[src/core/bfh_map.vh]
// constants for the burst flash host pin interface
`ifndef BFH_MAP_VH
`define BFH_MAP_VH
`define BFH_ADDR_W 19
`define BFH_DATA_W 32
`define BFH_HALF_W 16
`define BFH_LEN_4 2'h0
`define BFH_LEN_8 2'h1
`define BFH_LEN_32 2'h2
`define BFH_LEN_CONT 2'h3
`define BFH_LAT_DEFAULT 4'h3
`define BFH_BUSY_RST_CYC 8'h10
`define BFH_FIFO_DEPTH 32
`endif

[src/core/bfh_fifo.v]
// parameterised fifo with valid/ready on both sides
`default_nettype none
module bfh_fifo #(
    parameter WIDTH = 32,
    parameter DEPTH = 32,
    parameter AW = 5
) (
    input wire clk,
    input wire arst_n,
    input wire flush,
    input wire in_valid,
    output wire in_ready,
    input wire [WIDTH-1:0] in_data,
    output wire out_valid,
    input wire out_ready,
    output wire [WIDTH-1:0] out_data
);
    reg [WIDTH-1:0] mem [0:DEPTH-1];
    reg [AW-1:0] wr_ptr_reg;
    reg [AW-1:0] rd_ptr_reg;
    reg [AW:0] count_reg;
    reg ready_reg;
    wire do_wr;
    wire do_rd;
    // ready is held in a flop so that it leaves the pin block straight from a register
    assign in_ready = ready_reg;
    assign out_valid = (count_reg != {(AW+1){1'b0}});
    assign out_data = mem[rd_ptr_reg];
    assign do_wr = in_valid && in_ready;
    assign do_rd = out_valid && out_ready;
    always @(posedge clk) begin
        if (do_wr) begin
            mem[wr_ptr_reg] <= in_data;
        end
    end
    always @(posedge clk or negedge arst_n) begin
        if (!arst_n) begin
            wr_ptr_reg <= {AW{1'b0}};
            rd_ptr_reg <= {AW{1'b0}};
            count_reg <= {(AW+1){1'b0}};
            ready_reg <= 1'b1;
        end else if (flush) begin
            wr_ptr_reg <= {AW{1'b0}};
            rd_ptr_reg <= {AW{1'b0}};
            count_reg <= {(AW+1){1'b0}};
            ready_reg <= 1'b1;
        end else begin
            if (do_wr) begin
                wr_ptr_reg <= wr_ptr_reg + 1'b1;
            end
            if (do_rd) begin
                rd_ptr_reg <= rd_ptr_reg + 1'b1;
            end
            if (do_wr && !do_rd) begin
                count_reg <= count_reg + 1'b1;
                ready_reg <= (count_reg + 1'b1 != DEPTH[AW:0]);
            end else if (do_rd && !do_wr) begin
                count_reg <= count_reg - 1'b1;
                ready_reg <= 1'b1;
            end
        end
    end
endmodule
`default_nettype wire

[src/core/bfh_pins.v]
// device-side pin logic of a burst flash: address load, burst sequencing, width, flags
`include "bfh_map.vh"
`default_nettype none
module bfh_pins #(
    parameter ADDR_W = `BFH_ADDR_W,
    parameter DATA_W = `BFH_DATA_W,
    parameter DEPTH = `BFH_FIFO_DEPTH,
    parameter [3:0] LATENCY = `BFH_LAT_DEFAULT,
    parameter [7:0] RST_BUSY_CYC = `BFH_BUSY_RST_CYC,
    parameter [ADDR_W-1:0] PROT_LO_A = 19'h00000,
    parameter [ADDR_W-1:0] PROT_HI_A = 19'h03fff
) (
    input wire clk,
    input wire arst_n,
    input wire [ADDR_W-1:0] address_pins,
    input wire addr_lsb_pin,
    input wire width_full_pin,
    input wire chip_en_n,
    input wire out_en_n,
    input wire write_en_n,
    input wire address_load_n,
    input wire write_protect_n,
    input wire [1:0] burst_len,
    input wire [DATA_W-1:0] array_rd_data,
    input wire array_rd_valid,
    output wire array_rd_ready,
    output reg [ADDR_W-1:0] array_rd_addr,
    output reg array_rd_req,
    input wire algo_busy,
    input wire [ADDR_W-1:0] algo_addr,
    input wire algo_start,
    output reg algo_allow,
    output reg [DATA_W-1:0] data_pins_out,
    output reg [DATA_W-1:0] data_pins_oe,
    output reg burst_end_n,
    output reg wait_n,
    output reg ready_busy_n_out,
    output reg ready_busy_n_oe
);
    reg [4:0] ce_s_reg;
    reg [4:0] ce_s2_reg;
    wire ce_n_q;
    wire oe_n_q;
    wire we_n_q;
    wire adv_n_q;
    wire wp_n_q;
    wire full_q;
    wire lsb_q;
    reg [ADDR_W:0] a_s1_reg;
    reg [ADDR_W:0] a_s2_reg;
    reg [ADDR_W-1:0] base_reg;
    reg [5:0] fetch_cnt_reg;
    reg [5:0] out_cnt_reg;
    reg [5:0] len_words;
    reg half_reg;
    reg [3:0] lat_reg;
    reg active_reg;
    reg [7:0] rst_cnt_reg;
    wire fifo_ov;
    wire [DATA_W-1:0] fifo_od;
    wire fifo_pop;
    wire cont;
    wire last_out;
    wire [ADDR_W-1:0] word_addr;
    wire [DATA_W-1:0] half_sel;
    // two-flop synchronisers for strobes, width select and write protect
    always @(posedge clk or negedge arst_n) begin
        if (!arst_n) begin
            ce_s_reg <= 5'h1f;
            ce_s2_reg <= 5'h1f;
            a_s1_reg <= {(ADDR_W+1){1'b0}};
            a_s2_reg <= {(ADDR_W+1){1'b0}};
        end else begin
            ce_s_reg <= {chip_en_n, out_en_n, write_en_n, address_load_n, write_protect_n};
            ce_s2_reg <= ce_s_reg;
            a_s1_reg <= {width_full_pin, address_pins};
            a_s2_reg <= a_s1_reg;
        end
    end
    reg lsb_s1_reg;
    reg lsb_s2_reg;
    always @(posedge clk or negedge arst_n) begin
        if (!arst_n) begin
            lsb_s1_reg <= 1'b0;
            lsb_s2_reg <= 1'b0;
        end else begin
            lsb_s1_reg <= addr_lsb_pin;
            lsb_s2_reg <= lsb_s1_reg;
        end
    end
    assign ce_n_q = ce_s2_reg[4];
    assign oe_n_q = ce_s2_reg[3];
    assign we_n_q = ce_s2_reg[2];
    assign adv_n_q = ce_s2_reg[1];
    assign wp_n_q = ce_s2_reg[0];
    assign full_q = a_s2_reg[ADDR_W];
    assign lsb_q = lsb_s2_reg;
    assign cont = (burst_len == `BFH_LEN_CONT);
    always @* begin
        case (burst_len)
            `BFH_LEN_4: len_words = 6'h04;
            `BFH_LEN_8: len_words = 6'h08;
            `BFH_LEN_32: len_words = 6'h20;
            default: len_words = 6'h3f;
        endcase
    end
    // finite bursts wrap inside the aligned window; continuous ones walk base_reg itself
    assign word_addr = cont ? base_reg :
        ((base_reg & ~{{(ADDR_W-6){1'b0}}, len_words - 6'h01}) |
        ((base_reg + {{(ADDR_W-6){1'b0}}, fetch_cnt_reg}) &
        {{(ADDR_W-6){1'b0}}, len_words - 6'h01}));
    // burst start, fetch and termination on the host clock
    always @(posedge clk or negedge arst_n) begin
        if (!arst_n) begin
            base_reg <= {ADDR_W{1'b0}};
            half_reg <= 1'b0;
            fetch_cnt_reg <= 6'h00;
            active_reg <= 1'b0;
            lat_reg <= 4'h0;
            array_rd_addr <= {ADDR_W{1'b0}};
            array_rd_req <= 1'b0;
        end else if (ce_n_q || !we_n_q) begin
            active_reg <= 1'b0;
            array_rd_req <= 1'b0;
        end else if (!adv_n_q) begin
            base_reg <= a_s2_reg[ADDR_W-1:0];
            half_reg <= !full_q ? lsb_q : 1'b0;
            fetch_cnt_reg <= 6'h00;
            active_reg <= 1'b1;
            lat_reg <= LATENCY;
            array_rd_req <= 1'b0;
        end else if (active_reg) begin
            if (lat_reg != 4'h0) begin
                lat_reg <= lat_reg - 4'h1;
                array_rd_req <= 1'b0;
            end else if ((cont || fetch_cnt_reg != len_words) && array_rd_ready) begin
                array_rd_addr <= word_addr;
                array_rd_req <= 1'b1;
                fetch_cnt_reg <= fetch_cnt_reg + 6'h01;
                if (cont) begin
                    // a full-width step avoids the 64-word wrap of the fetch counter
                    base_reg <= base_reg + {{(ADDR_W-1){1'b0}}, 1'b1};
                end
            end else begin
                array_rd_req <= 1'b0;
            end
        end else begin
            array_rd_req <= 1'b0;
        end
    end
    // data buffered toward the pins; a full buffer stalls further fetches
    bfh_fifo #(
        .WIDTH(DATA_W),
        .DEPTH(DEPTH),
        .AW(5)
    ) u_fifo (
        .clk(clk),
        .arst_n(arst_n),
        .flush(ce_n_q || !adv_n_q),
        .in_valid(array_rd_valid),
        .in_ready(array_rd_ready),
        .in_data(array_rd_data),
        .out_valid(fifo_ov),
        .out_ready(fifo_pop),
        .out_data(fifo_od)
    );
    // host reads with chip and output enable low, write enable high
    assign fifo_pop = fifo_ov && !ce_n_q && !oe_n_q && we_n_q && adv_n_q;
    assign last_out = !cont && (out_cnt_reg == len_words - 6'h01);
    assign half_sel = half_reg ? {{(DATA_W-16){1'b0}}, fifo_od[DATA_W-1:16]} : fifo_od;
    always @(posedge clk or negedge arst_n) begin
        if (!arst_n) begin
            out_cnt_reg <= 6'h00;
            data_pins_out <= {DATA_W{1'b0}};
            data_pins_oe <= {DATA_W{1'b0}};
            burst_end_n <= 1'b1;
            wait_n <= 1'b1;
        end else begin
            if (!adv_n_q || ce_n_q) begin
                out_cnt_reg <= 6'h00;
            end else if (fifo_pop) begin
                out_cnt_reg <= out_cnt_reg + 6'h01;
            end
            if (fifo_pop) begin
                data_pins_out <= full_q ? fifo_od : half_sel;
                burst_end_n <= !last_out;
            end else if (!adv_n_q || ce_n_q) begin
                burst_end_n <= 1'b1;
            end
            wait_n <= cont ? fifo_pop : 1'b1;
            if (ce_n_q || oe_n_q || !we_n_q) begin
                data_pins_oe <= {DATA_W{1'b0}};
            end else if (full_q) begin
                data_pins_oe <= {DATA_W{1'b1}};
            end else begin
                data_pins_oe <= {{(DATA_W-16){1'b0}}, 16'hffff};
            end
        end
    end
    // write protect of the one low address range PROT_LO_A to PROT_HI_A and ready/busy reporting
    always @(posedge clk or negedge arst_n) begin
        if (!arst_n) begin
            rst_cnt_reg <= 8'h00;
            algo_allow <= 1'b0;
            ready_busy_n_out <= 1'b0;
            ready_busy_n_oe <= 1'b1;
        end else begin
            if (rst_cnt_reg != RST_BUSY_CYC) begin
                rst_cnt_reg <= rst_cnt_reg + 8'h01;
            end
            algo_allow <= algo_start &&
                !(!wp_n_q && algo_addr >= PROT_LO_A && algo_addr <= PROT_HI_A);
            ready_busy_n_out <= 1'b0;
            ready_busy_n_oe <= algo_busy || (rst_cnt_reg != RST_BUSY_CYC);
        end
    end
endmodule
`default_nettype wire

[config.mk]
export PLATFORM = sky130hd
export DESIGN_NAME = bfh_pins
export DESIGN_NICKNAME = d
export VERILOG_FILES = /design/src/core/bfh_fifo.v /design/src/core/bfh_pins.v
export VERILOG_INCLUDE_DIRS = /design/src /design/src/core
export SDC_FILE = /design/constraint.sdc
export NUM_CORES = 1
export LEC_CHECK = 0
export ABC_AREA = 0
export CORE_AREA = 10 10 407 409
export DETAILED_ROUTE_END_ITERATION = 8
export DIE_AREA = 0 0 417 419
export DONT_BUFFER_PORTS = 1
export PLACE_DENSITY = 0.56
export RECOVER_POWER = 25
export REMOVE_ABC_BUFFERS = 1
export SYNTH_ARGS = -nofsm -noshare
export SYNTH_HDL_FRONTEND = slang
export SYNTH_SLANG_ARGS = --single-unit
[constraint.sdc]
create_clock -name clk -period 4.4 [get_ports clk]
set_clock_uncertainty 0.2 [all_clocks]
set_input_delay 0.22 -clock clk [delete_from_list [all_inputs] [get_ports clk]]
set_output_delay 0.22 -clock clk [all_outputs]
set_load 0.01 [all_outputs]
After elaboration in Yosys (flattened, before gate mapping)
Memory sizes are Yosys's and may differ from the RTL's.
Cells that the tools add are included.
{"block": "totals", "ram_bits": 1024, "reg_bits": 202, "in_bits": 84, "n_memories": 1}
{"block": "classes", "muxes": 43, "n_bitwise": 7, "n_eq_ne": 13, "magnitude_cmp": 2, "n_reduce_logical": 41, "add_sub_neg": 11}
{"name": "u_fifo.mem", "depth": 32, "width": 32, "rd": 1, "rd_clocked_by_memory_dff": 0, "wr": 1, "line_no": "bfh_fifo.v:18", "text": "reg [WIDTH-1:0] mem [0:DEPTH-1];"}
{"operator": "$mux W32", "count": 4}
{"operator": "$mux W19", "count": 6}
{"operator": "$mux W6", "count": 9}
{"operator": "$mux W5", "count": 4}
{"operator": "$add A19 B1 Y19 const B", "count": 1}
{"operator": "$add A19 B6 Y19", "count": 1}
{"operator": "$and A19 B19 Y19", "count": 1}
{"operator": "$and A19 B6 Y19", "count": 1}
{"operator": "$ge A19 B1 Y1 const B", "count": 1}
{"operator": "$le A19 B14 Y1 const B", "count": 1}
{"operator": "$not A6 Y19", "count": 1}
{"operator": "$or A19 B19 Y19", "count": 1}
{"operator": "$add A6 B1 Y6 const B", "count": 3}
{"operator": "$pmux W6 S3", "count": 1}
{"operator": "$mux W1", "count": 16}
{"operator": "$logic_and A1 B1 Y1", "count": 13}
{"operator": "$mux W4", "count": 3}
{"operator": "$sub A6 B1 Y6 const B", "count": 2}
{"operator": "$add A5 B1 Y5 const B", "count": 2}
{"operator": "$logic_not A1 Y1", "count": 10}
{"operator": "$ne A2 B1 Y1 const B", "count": 5}
{"operator": "$reduce_and A5 Y1", "count": 2}
{"operator": "$add A8 B1 Y8 const B", "count": 1}
{"operator": "$ne A8 B5 Y1 const B", "count": 1}
{"operator": "17 further kinds", "count": 27}

Logic depth before layout (Yosys ltp)
{"block": "depth", "word_depth": 10, "ltp_mapped": 13}

By module
Synthesis repeated with hierarchy kept, for this count alone.
{"block": "hier_totals", "cells_unflattened": 2470, "hier_area_um2": 46500.8}
{"module": "bfh_fifo", "area_per_inst_um2": 39803.2, "instances": 1, "cells_each": 1837}
{"module": "bfh_pins", "area_per_inst_um2": 6697.7, "instances": 1, "cells_each": 633}

Worst setup path after synthesis
No wires, ideal clock.
{"block": "synth_path", "path_type": "flip-flop to flip-flop", "start": "reg u_fifo.ready_reg, in the netlist u_fifo.in_ready", "end": "mem u_fifo.mem[23][0], enable pin", "arrival_time_ns": 3.608, "period_less_slack_ns": 4.276, "setup_slack_ns": 0.124, "required_ns": 3.732, "path_stages_with_launch": 5, "setup_ns": 0.468, "cell_sequence": "dfstp_2 > and2_1 > clkbuf_1 > nand3_1 > nor3b_1"}
{"block": "synth_between", "elab_chain_cells": 3}
{"element": "from (decl)", "line_no": "bfh_fifo.v:22", "text": "reg ready_reg;"}
{"element": "from (signal assigned)", "line_no": "bfh_fifo.v:56", "text": "ready_reg <= (count_reg + 1'b1 != DEPTH[AW:0]);"}
{"element": "$logic_and A1 B1 Y1", "line_no": "bfh_fifo.v:29", "text": "assign do_wr = in_valid && in_ready;"}
{"element": "$mux W1", "line_no": "bfh_fifo.v:32", "text": "if (do_wr) begin"}
{"element": "$mux W1 (implied by the code)", "line_no": "bfh_fifo.v:33", "text": "mem[wr_ptr_reg] <= in_data;"}
{"element": "to (decl)", "line_no": "bfh_fifo.v:18"}
Every way passes these cells.

Worst setup path after layout
{"block": "layout_path", "start": "reg u_fifo.ready_reg, in the netlist u_fifo.in_ready", "end": "mem u_fifo.mem[18][13], enable pin"}
Same word-level chain as after synthesis.

==> impl_metrics.json <==
{
  "htreeDepth": 4,
  "synth_top_area_share_pct": 65.7,
  "p_total_uw": 24700,
  "clockBufferDepth": 3,
  "synth_flop_cell": "edfxtp_1",
  "postSynthAreaPerCell_sq_um": 19.5,
  "largest_reg_flops": 1024,
  "outcome": "finished, violations left",
  "core_area_sq_mm": 0.157,
  "maxCapViolations": 3,
  "cts_resized": 0,
  "clk_latency_ns": 0.76,
  "worstSetupPathType": "flop to flop",
  "synth_cells": 2396,
  "post-route-drc-count": 0,
  "dpl_worst_slack_ns": 1.18,
  "initial_core_util_pct": 29.7,
  "met2_usage_pct": 21.6,
  "p_int_uw": 19300,
  "async_reset_ff_share_pct": 14.4,
  "grt_antenna_before_repair": 8,
  "drt_wl_total_um": 119000,
  "tightestPinTransition_ns": 2.75,
  "vias": 23495,
  "cpPeakStageDelay_ns": 0.77,
  "antenna_left": 0,
  "syn_area_sq_mm": 0.0468,
  "netSwitchingFraction_pct": 21.8,
  "regArea_sq_mm": 0.0351,
  "die_w_um": 417,
  "grt_max_degree": 173,
  "violations": "capacitance limit, slew limit",
  "p_per_area_mw_per_mm2": 449,
  "hpwlAfterDp_um": 68900,
  "cp_slowest_cell": "nor2_4",
  "slew_headroom_pct": -83.4,
  "cts_tree": "done",
  "synth_edf_count": 1024,
  "p_sw_uw": 5400,
  "reg_top3": "u_fifo.mem: 1024 flops, data_pins_out: 32 flops",
  "clkPwrFrac_pct": 44.3,
  "detailedRoute.firstIterationViolations": 2433,
  "cts_buffers": 130,
  "ir_drop_uv": 287,
  "fin_nets": 2681,
  "busiest_layer": "met2",
  "setup_viol": 0,
  "endpoint_kind": "flop",
  "io_buffer_count": 0,
  "p_leak_uw": 0.0175,
  "hold_viol": 0,
  "stdcell_count": 4750,
  "finalCritPeriodShare_pct": 73.4,
  "multi_input_area_sq_mm": 0.0109,
  "period_minus_slack_ns": 3.23,
  "final_area_sq_mm": 0.0551,
  "max_freq_mhz": 310,
  "timing.hold.ws_ns": 0.114,
  "top_register": "u_fifo.mem",
  "dieHeight_um": 419,
  "yosysWarningCount": 0,
  "synth_top_cell_by_area": "edfxtp_1",
  "use_met1_pct": 17.8,
  "p_seq_share_pct": 51.9,
  "grt_pass1_vias": 23914,
  "met3_usage_pct": 3.64,
  "fill_cells": 14628,
  "rows": 146,
  "path_clk_slew_ns": 0.06,
  "areaGrowthSynthToFinish_pct": 17.7,
  "crit_arrival_ns": 3.47,
  "p_comb_share_pct": 3.7,
  "crit_chain": "and2_1 -> buf_4 -> nand2_1 -> nor2_4 -> buf_12",
  "cp_max_fo": 21,
  "die-area_sq_mm": 0.175,
  "fin_ws_ns": 1.17,
  "grt_pass1_wl_um": 173000,
  "viasPerCell": 4.95,
  "place_area_sq_mm": 0.0498,
  "gr-total-overflow": 0,
  "place_inst": 4403,
  "wl_per_cell_um": 25.1,
  "synth-seq-cells": 1196,
  "rsz0062_at_grt": "no",
  "drive_above_1_share_pct": 24.7,
  "root_buffer": "clkbuf_16",
  "synth_area_leaders": "edfxtp_1 66%, mux4_2 11%, dfrtp_1 8.4%",
  "postCtsSetupBuffers": 0,
  "yosysSeqAreaShare_pct": 74.9,
  "hold_path.class": "primary input to flop",
  "place_congestion": 0.747,
  "cts_sinks": 1196,
  "yosysUniqueCellTypes": 73,
  "drt-pass1-iter-count": 5,
  "slew_violations": 239,
  "ioPinCount": 174,
  "track_usage_pct": 13.5,
  "startpoint_type": "flop",
  "cp.required_ns": 4.64
}
## cell usage in the layout, fill, tap and decap left out, types with 30 or more instances in the layout
cell type / Yosys / final
nand2_1: 87 / 87
mux2_2: 49 / 49
clkbuf_16: 0 / 135
a21oi_1: 30 / 30
dlygate4sd3_1: 0 / 95
buf_4: 42 / 71
o22ai_1: 64 / 64
o21ai_0: 48 / 48
nor2_1: 86 / 56
mux4_2: 223 / 223
dfrtp_1: 158 / 153
a22oi_1: 42 / 42
nand3_1: 30 / 30
edfxtp_1: 1024 / 1024
nor2_4: 0 / 30
mux2i_1: 70 / 70
## metal layers
metal / part of all wire, % / routed length, um
met3: 6.9 / 8260
met5: 0.028 / 34
met1: 43 / 51200
met4: 2.3 / 2740
met2: 48 / 57200
## stage by stage
stage,utilization (%),setup TNS (ns)
after floorplan,-,-297.61
after global placement,31.6,0
after detailed placement,31.6,0
after CTS,35.1,0
after global routing,35.0,0
final,35.0,0
## power by group through the flow
| stage | registers (uW) | logic, uW | clock network [uW] |
|---|---|---|---|
| after floorplan | 13000 | 546 | 0 |
| after global placement | 13100 | 684 | 0 |
| after detailed placement | 13100 | 692 | 0 |
| after global routing | 12900 | 1030 | 11700 |
| final | 12800 | 926 | 11000 |
| after CTS | 12900 | 967 | 11300 |
## synth_stat cells, types with 30 or more instances
cell type     n
a21oi_1      30
clkbuf_1     55
buf_2        37
o21ai_0      48
mux2i_1      70
buf_4        42
mux4_2      223
nand2_1      87
nand3_1      30
mux2_2       49
dfrtp_1     158
o22ai_1      64
nor2_1       86
a22oi_1      42
edfxtp_1   1024
## layout make-up
| type | count | share of cell area, % |
|---|---|---|
| multi-input combinational | 1016 | 19.8 |
| clock inverter | 72 | 1.33 |
| tap | 2072 | 4.71 |
| antenna | 6 | 0.0273 |
| sequential | 1196 | 63.7 |
| clock buffer | 163 | 6.52 |
| timing repair buffer | 204 | 3.76 |
| inverter | 21 | 0.143 |
## worst max-delay path, delay by kind of cell (launching register included)
| kind | cells | cell delay (ns) |
|---|---|---|
| and+or+nand+nor | 3 | 1.54 |
| DFF | 1 | 0.63 |
| buffers and inverters | 2 | 0.50 |
## logic make-up after synthesis
logic type | count (synthesis) | synth area share (%)
muxes | 342 | 13.4
AOI/OAI and AO/OA | 295 | 4.50
DFF | 1196 | 74.9
and+or+nand+nor | 318 | 3.46
xor gates and xnor gates | 32 | 0.599
buffers and inverters | 184 | 2.35
other | 1 | 0.00801
adders and majority gates | 28 | 0.764
## repair_timing
action	4_1_cts	5_1_grt
hold endpoints to repair	1243	0
endpoints found under the setup margin	0	0
hold buffers	106	0
## path summary, 6_finish.rpt
path | startpoint | end | slack (ns) | cells after the start
min in group asynchronous | arst_n | array_rd_addr[2] | 0.72 | 2
worst max-delay path | u_fifo.in_ready | u_fifo.mem[18][13] | 1.17 | 5
worst min register to register | a_s1_reg[7] | a_s2_reg[7] | 0.14 | 0
worst max register to register | u_fifo.in_ready | u_fifo.mem[18][13] | 1.17 | 5
worst min-delay path | burst_len[0] | array_rd_addr[5] | 0.11 | 6
max in group asynchronous | arst_n | u_fifo.rd_ptr_reg[4] | 1.27 | 2
(Power assumes the default switching activity.)
